$ cat src/inc/pea_pkg.sv
// shared constants and types of the post error annunciator
package pea_pkg;

  // ****************************************
  // clock and time base
  // ****************************************
  localparam int CLK_HZ = 50_000_000;
  localparam int QUARTER_MS = 250;
  localparam int QUARTER_CYC = CLK_HZ / 1000 * QUARTER_MS;

  // ****************************************
  // tone frequencies and half periods
  // ****************************************
  localparam int TONE_MID_HZ = 932;
  localparam int TONE_HIGH_HZ = 2000;
  localparam int TONE_LOW_HZ = 1500;
  localparam int HALF_MID_CYC = CLK_HZ / (2 * TONE_MID_HZ);
  localparam int HALF_HIGH_CYC = CLK_HZ / (2 * TONE_HIGH_HZ);
  localparam int HALF_LOW_CYC = CLK_HZ / (2 * TONE_LOW_HZ);

  // ****************************************
  // pattern lengths in quarter-second steps, beep counts and video frame count
  // ****************************************
  localparam logic [5:0] PROMPT_STEPS = 6'h02;
  localparam logic [5:0] FW_STEPS = 6'h04;
  localparam logic [5:0] BEEP_STEPS = 6'h04;
  localparam logic [5:0] PAUSE_STEPS = 6'h0a;
  localparam logic [5:0] VIDEO_BEEPS = 6'h02;
  localparam logic [5:0] MEM_BEEPS = 6'h03;
  localparam logic [5:0] THERM_BEEPS = 6'h08;
  localparam logic [1:0] VIDEO_REPEATS = 2'h2;

  // ****************************************
  // progress code port
  // ****************************************
  localparam logic [15:0] PORT80_ADDR = 16'h0080;
  localparam logic [7:0] CODE_RESET = 8'h00;
  localparam logic [7:0] CODE_FATAL = 8'h5f;
  localparam logic [7:0] CODE_SLEEP_MAX = 8'h05;
  localparam logic [3:0] RESUME_HI_MIN = 4'h1;
  localparam logic [3:0] RESUME_HI_MAX = 4'h5;

  // ****************************************
  // sequencer states, ordered by priority
  // ****************************************
  typedef enum logic [2:0] {
    PEA_IDLE,
    PEA_PROMPT,
    PEA_FWUPD,
    PEA_VIDEO,
    PEA_MEMORY,
    PEA_THERMAL,
    PEA_HALT
  } pea_state_t;

endpackage

$ cat src/hw/pea_annunciator.sv
// beep and blink sequencer with progress code latch
`timescale 1ns/10ps
module pea_annunciator #(
  parameter logic [23:0] QUARTER_CYC = 24'(pea_pkg::QUARTER_CYC),
  parameter logic [15:0] HALF_MID = 16'(pea_pkg::HALF_MID_CYC),
  parameter logic [15:0] HALF_HIGH = 16'(pea_pkg::HALF_HIGH_CYC),
  parameter logic [15:0] HALF_LOW = 16'(pea_pkg::HALF_LOW_CYC)
) (
  input wire logic clock,
  input wire logic rstn,
  input wire logic promptReq,
  input wire logic fwUpdStart,
  input wire logic fwUpdDone,
  input wire logic videoErr,
  input wire logic memErr,
  input wire logic thermTrip,
  input wire logic ioWrStrobe,
  input wire logic [15:0] ioAddr,
  input wire logic [7:0] ioData,
  output logic speakerOut,
  output logic ledOut_q,
  output logic bootContinue_q,
  output logic shutdownReq_q,
  output logic [7:0] postCode_q,
  output logic postSleepEnter_q,
  output logic postResume_q,
  output logic postFatal_q
);

  // ****************************************
  // sequencer state
  // ****************************************
  pea_pkg::pea_state_t state_q;
  pea_pkg::pea_state_t reqState;
  logic [23:0] tickCnt_q;
  logic quarterTick;
  logic [5:0] stepCnt_q;
  logic [5:0] frameLen;
  logic lastStep;
  logic [1:0] repCnt_q;
  logic startNew;
  logic toneEn;
  logic ledNext;
  logic [15:0] halfSel;
  logic portWr;
  logic [7:0] codeNext;

  // highest pending event wins; thermal outranks memory, video, update, prompt
  always_comb begin
    reqState = pea_pkg::PEA_IDLE;
    if (thermTrip) begin
      reqState = pea_pkg::PEA_THERMAL;
    end else if (memErr) begin
      reqState = pea_pkg::PEA_MEMORY;
    end else if (videoErr) begin
      reqState = pea_pkg::PEA_VIDEO;
    end else if (fwUpdStart) begin
      reqState = pea_pkg::PEA_FWUPD;
    end else if (promptReq) begin
      reqState = pea_pkg::PEA_PROMPT;
    end
  end

  // a request only preempts a lower pattern; halt is final until reset
  assign startNew = (reqState != pea_pkg::PEA_IDLE) && (reqState > state_q)
                    && (state_q != pea_pkg::PEA_HALT);

  // frame length of the running pattern in quarter steps
  always_comb begin
    case (state_q)
      pea_pkg::PEA_PROMPT: frameLen = pea_pkg::PROMPT_STEPS;
      pea_pkg::PEA_FWUPD: frameLen = pea_pkg::FW_STEPS;
      pea_pkg::PEA_VIDEO: frameLen = 6'(2 * pea_pkg::VIDEO_BEEPS * pea_pkg::BEEP_STEPS
                                       + pea_pkg::PAUSE_STEPS);
      pea_pkg::PEA_MEMORY: frameLen = 6'(2 * pea_pkg::MEM_BEEPS * pea_pkg::BEEP_STEPS
                                        + pea_pkg::PAUSE_STEPS);
      pea_pkg::PEA_THERMAL: frameLen = 6'(pea_pkg::THERM_BEEPS * pea_pkg::BEEP_STEPS);
      default: frameLen = 6'h01;
    endcase
  end

  assign quarterTick = (tickCnt_q == QUARTER_CYC - 24'h000001);
  assign lastStep = quarterTick && (stepCnt_q == frameLen - 6'h01);

  // ****************************************
  // time base
  // ****************************************

  // quarter second divider, realigned at each new pattern
  always_ff @(posedge clock or negedge rstn) begin
    if (!rstn) begin
      tickCnt_q <= '0;
    end else if (startNew || quarterTick || state_q == pea_pkg::PEA_IDLE) begin
      tickCnt_q <= '0;
    end else begin
      tickCnt_q <= tickCnt_q + 24'h000001;
    end
  end

  // step counter within a frame, wraps on repeating patterns
  always_ff @(posedge clock or negedge rstn) begin
    if (!rstn) begin
      stepCnt_q <= '0;
    end else if (startNew || lastStep) begin
      stepCnt_q <= '0;
    end else if (quarterTick) begin
      stepCnt_q <= stepCnt_q + 6'h01;
    end
  end

  // ****************************************
  // pattern control
  // ****************************************

  // state transitions at pattern start, frame end and update done
  always_ff @(posedge clock or negedge rstn) begin
    if (!rstn) begin
      state_q <= pea_pkg::PEA_IDLE;
    end else if (startNew) begin
      state_q <= reqState;
    end else begin
      case (state_q)
        pea_pkg::PEA_PROMPT: begin
          if (lastStep) begin
            state_q <= pea_pkg::PEA_IDLE;
          end
        end
        pea_pkg::PEA_FWUPD: begin
          if (fwUpdDone) begin
            state_q <= pea_pkg::PEA_IDLE;
          end
        end
        pea_pkg::PEA_THERMAL: begin
          if (lastStep) begin
            state_q <= pea_pkg::PEA_HALT;
          end
        end
        default: state_q <= state_q;
      endcase
    end
  end

  // video frame count; the tone stops after two frames, the LED goes on
  always_ff @(posedge clock or negedge rstn) begin
    if (!rstn) begin
      repCnt_q <= '0;
    end else if (startNew) begin
      repCnt_q <= '0;
    end else if (state_q == pea_pkg::PEA_VIDEO && lastStep
                 && repCnt_q != pea_pkg::VIDEO_REPEATS) begin
      repCnt_q <= repCnt_q + 2'h1;
    end
  end

  // one-cycle pulses for boot resume and system shutdown
  always_ff @(posedge clock or negedge rstn) begin
    if (!rstn) begin
      bootContinue_q <= 1'b0;
      shutdownReq_q <= 1'b0;
    end else begin
      bootContinue_q <= !startNew && state_q == pea_pkg::PEA_VIDEO && lastStep
                        && repCnt_q == pea_pkg::VIDEO_REPEATS - 2'h1;
      shutdownReq_q <= !startNew && state_q == pea_pkg::PEA_THERMAL && lastStep;
    end
  end

  // tone gating, frequency and LED level per pattern step
  always_comb begin
    toneEn = 1'b0;
    ledNext = 1'b0;
    halfSel = HALF_MID;
    case (state_q)
      pea_pkg::PEA_PROMPT: begin
        toneEn = 1'b1;
      end
      pea_pkg::PEA_FWUPD: begin
        ledNext = stepCnt_q[1];
      end
      pea_pkg::PEA_VIDEO: begin
        ledNext = !stepCnt_q[2]
                  && stepCnt_q < 6'(2 * pea_pkg::VIDEO_BEEPS * pea_pkg::BEEP_STEPS);
        toneEn = ledNext && repCnt_q != pea_pkg::VIDEO_REPEATS;
      end
      pea_pkg::PEA_MEMORY: begin
        ledNext = !stepCnt_q[2]
                  && stepCnt_q < 6'(2 * pea_pkg::MEM_BEEPS * pea_pkg::BEEP_STEPS);
        toneEn = ledNext;
      end
      pea_pkg::PEA_THERMAL: begin
        toneEn = 1'b1;
        halfSel = stepCnt_q[2] ? HALF_LOW : HALF_HIGH;
        ledNext = !stepCnt_q[0];
      end
      default: begin
        toneEn = 1'b0;
      end
    endcase
  end

  // LED output registered; bit 2 of the step is the 1 s beep parity
  always_ff @(posedge clock or negedge rstn) begin
    if (!rstn) begin
      ledOut_q <= 1'b0;
    end else begin
      ledOut_q <= ledNext;
    end
  end

  pea_tone_gen #(
    .WIDTH(16)
  ) toneGen (
    .clock(clock),
    .rstn(rstn),
    .enable(toneEn),
    .halfPeriod(halfSel),
    .toneOut_q(speakerOut)
  );

  // ****************************************
  // progress code latch
  // ****************************************
  assign portWr = ioWrStrobe && ioAddr == pea_pkg::PORT80_ADDR;
  assign codeNext = portWr ? ioData : postCode_q;

  // latch and decode together so flags never lag the code
  always_ff @(posedge clock or negedge rstn) begin
    if (!rstn) begin
      postCode_q <= pea_pkg::CODE_RESET;
      postSleepEnter_q <= 1'b0;
      postResume_q <= 1'b0;
      postFatal_q <= 1'b0;
    end else begin
      postCode_q <= codeNext;
      postSleepEnter_q <= codeNext <= pea_pkg::CODE_SLEEP_MAX;
      postResume_q <= codeNext[3:0] == 4'h0 && codeNext[7:4] >= pea_pkg::RESUME_HI_MIN
                      && codeNext[7:4] <= pea_pkg::RESUME_HI_MAX;
      postFatal_q <= codeNext == pea_pkg::CODE_FATAL;
    end
  end
endmodule

$ cat src/hw/pea_tone_gen.sv
// square wave tone generator with selectable half period
`timescale 1ns/10ps
module pea_tone_gen #(
  parameter int WIDTH = 16
) (
  input wire logic clock,
  input wire logic rstn,
  input wire logic enable,
  input wire logic [WIDTH-1:0] halfPeriod,
  output logic toneOut_q
);

  logic [WIDTH-1:0] halfCnt_q;

  // half period counter, restarts whenever the tone is gated off
  always_ff @(posedge clock or negedge rstn) begin
    if (!rstn) begin
      halfCnt_q <= '0;
    end else if (!enable || halfCnt_q >= halfPeriod - WIDTH'(1)) begin
      halfCnt_q <= '0;
    end else begin
      halfCnt_q <= halfCnt_q + WIDTH'(1);
    end
  end

  // output flips each half period; low when silent so the speaker idles off
  always_ff @(posedge clock or negedge rstn) begin
    if (!rstn) begin
      toneOut_q <= 1'b0;
    end else if (!enable) begin
      toneOut_q <= 1'b0;
    end else if (halfCnt_q >= halfPeriod - WIDTH'(1)) begin
      toneOut_q <= ~toneOut_q;
    end
  end

endmodule

$ cat config.mk
export PLATFORM = sky130hd
export DESIGN_NAME = pea_annunciator
export DESIGN_NICKNAME = d
export VERILOG_FILES = /design/src/inc/pea_pkg.sv /design/src/hw/pea_annunciator.sv /design/src/hw/pea_tone_gen.sv
export SDC_FILE = /design/constraint.sdc
export NUM_CORES = 1
export LEC_CHECK = 0
export ABC_CLOCK_PERIOD_IN_PS = 4500
export BUFFER_PORTS_ARGS = -buffer_cell sky130_fd_sc_hd__buf_2
export CAP_MARGIN = 10
export CORE_MARGIN = 8
export CORE_UTILIZATION = 50
export DETAILED_ROUTE_END_ITERATION = 12
export PLACE_DENSITY = 0.7
export SYNTH_ARGS = -nofsm -noshare
export SYNTH_HDL_FRONTEND = slang
export SYNTH_HIERARCHICAL = 1
export SYNTH_SLANG_ARGS = --single-unit
$ cat constraint.sdc
create_clock -name clock -period 4.5 [get_ports clock]
set_input_delay 0.675 -clock clock [delete_from_list [all_inputs] [get_ports clock]]
set_output_delay 0.675 -clock clock [all_outputs]
set_load 0.005 [all_outputs]
==> flow_metrics.py <==
metrics = {
    "sta": {
        "rsz0062_at_grt": "no",
        "max_freq_mhz": 242.3,
        "finalSetupViolations": 0,
        "tightestPinTransition_ns": 0.8550,
        "setup_tns_ns": 0,
        "period_share_pct": 91.71,
        "finalHoldViolCount": 0,
        "setup_ws_ns": 0.3731,
        "period_needed_ns": 4.127,
        "whs_ns": 0.3741,
        "finalMaxSlewViolations": 0,
        "slew_headroom_pct": 42.56,
        "skew_ns": 0.009211,
    },
    "power_and_ir_drop": {
        "clockPowerShare_pct": 28.5,
        "power_frac_seq_pct": 34.9,
        "p_comb_share_pct": 36.6,
        "leakage_nw": 2.144,
        "internal_power_mw": 1.319,
        "p_total_mw": 2.132,
        "worst_ir_drop_vdd_uv": 250.8,
        "switching_share_pct": 38.14,
        "powerDensity_nw_per_um2": 450.1,
        "power.switching_mw": 0.8129,
    },
    "routing": {
        "vias_per_cell": 5.414,
        "vias": 3389,
        "ant_nets": 0,
        "dr.pass1.iters": 4,
        "wl_per_cell_um": 14.41,
        "drtIter0Drc": 158,
        "drc": 0,
        "drt-total-wl_um": 9018,
    },
    "clock_tree": {
        "cts_root_buf": "clkbuf_8",
        "clock_path_buffers": 2,
        "cts_setup_buffers": 0,
        "cts_tree": "built",
        "clock_sinks": 66,
        "cts_made_buffers": 9,
        "insertion_delay_ns": 0.34,
        "htree_levels": 3,
        "clk_pin_slew_ns": 0.08,
    },
    "critical_path": {
        "cp.arrival_ns": 4.36,
        "rr_startpoint": "state_q[2]",
        "r2r_end": "toneGen/toneOut_q",
        "crit_type": "reg2reg",
        "start_kind": "flop",
        "crit_end": "toneGen/toneOut_q",
        "rrSetupSlack_ns": 0.37,
        "crit_path_end_kind": "flop",
        "cp-startpoint": "state_q[2]",
        "cp_data_required_time_ns": 4.73,
        "cp_max_fo": 11,
        "r2r_cells": 15,
    },
    "synth": {
        "synthArstFlopShare_pct": 100.0,
        "synth_top_area_share_pct": 40.26,
        "ys_types": 48,
        "synth_seq_cells": 66,
        "syn-instance-count": 459,
        "yosys-top-cells-count": "67 x nor2_1, 66 x dfrtp_1, 38 x nand2_1, 27 x xor2_1, 25 x ha_1",
        "ys.flop_type": "dfrtp_1",
        "yosys.area.top_type": "dfrtp_1",
        "yosys-top-cells-area": "dfrtp_1 40%, ha_1 7.6%, nor2_1 6.1%",
        "synth-edff-count": 0,
        "yosysMostFrequentCell": "nor2_1",
        "synth.cell_area_um2": 4103,
        "ys_seq_area_share_pct": 40.26,
        "syn_avg_cell_area_um2": 8.938,
        "yosys_warnings": 6,
    },
    "layout": {
        "antenna_cells": 0,
        "utilization_pct": 58.52,
        "area_growth_pct": 15.43,
        "nets": 574,
        "layout-drive-gt1-share_pct": 15.55,
        "num-fill-cells": 731,
        "fin_cells": 626,
        "multiInputGateArea_um2": 2347,
        "layout.area.seq_um2": 1652,
        "fin_area_um2": 4736,
    },
    "die": {
        "dieArea_um2": 11360,
        "top_level_ports": 48,
        "die_x_um": 106.6,
        "die_h_um": 106.6,
        "initial_core_util_pct": 50.70,
        "core_area_um2": 8093,
        "num_rows": 33,
    },
    "placement": {
        "place_hpwl_um": 6553,
        "placed_area_um2": 4486,
        "place_congestion": 0.8616,
        "placedCellCount": 610,
        "preCtsSetupSlack_ns": 0.3533,
        "io_buffers": 47,
    },
    "grt": {
        "grtUsageTotal_pct": 16.98,
        "antenna_found_initial": 0,
        "grt_max_degree": 40,
        "grt_pass1_vias": 3399,
        "grt_overflow": 0,
        "grt_pass1_wl_um": 15890,
    },
    "run_status": {
        "status": "complete, no violations",
    },
    "worst_hold_path": {
        "min_path_type": "in2async",
    },
    "flow_run": {
        "maxCapViolCount": 0,
    },
}
critical path, cell delays in order, from the launching register on:
cell,delay (ns)
dfrtp_1,0.55
inv_1,0.17
nor2_1,0.25
and3_1,0.35
inv_1,0.24
nor4_2,0.38
and3b_1,0.30
nand2_1,0.10
nor4_2,0.20
xnor2_1,0.11
ha_1,0.30
nand4_1,0.11
nor3_1,0.29
o311ai_1,0.18
nand4_2,0.14
mux2_2,0.33
timing repair:
item                                    CTS  global route
endpoints found under the setup margin    0            17
hold buffers                              0             0
gates resized for setup                   0             2
power by group through the flow:
stage / combinational, mW / clock (mW) / sequential (mW)
2_1_floorplan: 0.613 / 0 / 0.705
3_3_place_gp: 0.760 / 0 / 0.750
3_5_place_dp: 0.773 / 0 / 0.753
4_1_cts: 0.777 / 0.625 / 0.741
5_1_grt: 0.895 / 0.644 / 0.757
6_report: 0.780 / 0.608 / 0.743
cell families after synthesis:
family	count (synthesis)	share of synthesized area, %
AND/OR/NAND/NOR	215	26.90
other	1	0.09140
adder cells (fa/ha/maj)	25	7.624
buffers and inverters	39	3.629
AO/OA/AOI/OAI	54	8.387
multiplexers	11	2.867
flip-flops	66	40.26
XOR/XNOR	48	10.25
registers in the layout, summed over array words and instances, names as in the netlist:
signal and flops:
ledOut_q 1, bootContinue_q 1, postCode_q 8, tickCnt_q 24, stepCnt_q 6, toneGen/toneOut_q 1, repCnt_q 2, postSleepEnter_q 1
postResume_q 1, postFatal_q 1, state_q 3, toneGen/halfCnt_q 16, shutdownReq_q 1
cell usage in the layout (no fill, tap or decap), types with 4 or more instances in the layout:
master and n:
buf_4 6, dfrtp_1 66, nor3_1 19, nor4_1 9, conb_1 11, a21oi_1 23, and4_1 4, inv_1 22
clkbuf_8 9, buf_2 47, nand4_1 14, and3_1 9, or3_1 4, nand2_1 38, ha_1 25, nor2_1 67
nor2b_1 6, xor2_1 27, xnor2_1 21, o21ai_0 10, nand3_1 21, mux2i_1 5, mux2_2 6, or4_1 5
how the worst min path moves through the flow:
stage,startpoint,to,slack [ns],depth (start not counted)
6_report,rstn,postCode_q[1],0.37,1
2_1_floorplan,rstn,bootContinue_q,0.38,0
4_1_cts,rstn,shutdownReq_q,0.38,1
5_1_grt,rstn,toneGen/halfCnt_q[12],0.43,1
3_5_place_dp,toneGen/halfCnt_q[0],toneGen/halfCnt_q[0],0.47,1
3_3_place_gp,toneGen/halfCnt_q[0],toneGen/halfCnt_q[0],0.46,1
final cells by class:
class | count | share of cell area [%]
clock inverters | 6 | 2.431
multi-input cells | 364 | 49.56
inverters | 22 | 1.744
well taps | 105 | 2.774
repair buffers | 53 | 5.918
clock buffers | 10 | 2.695
flip-flops and latches | 66 | 34.87
per-layer routing:
layer / global-route usage (%) / up-vias / wire [um]
li1: - / 1728 / -
met5: 0 / - / 0
met2: 27.84 / 54 / 4492
met1: 21.80 / 1601 / 4160
met4: 5.628 / 0 / 75
met3: 3.599 / 6 / 290
No activity file was read; power rests on OpenSTA's default activity.
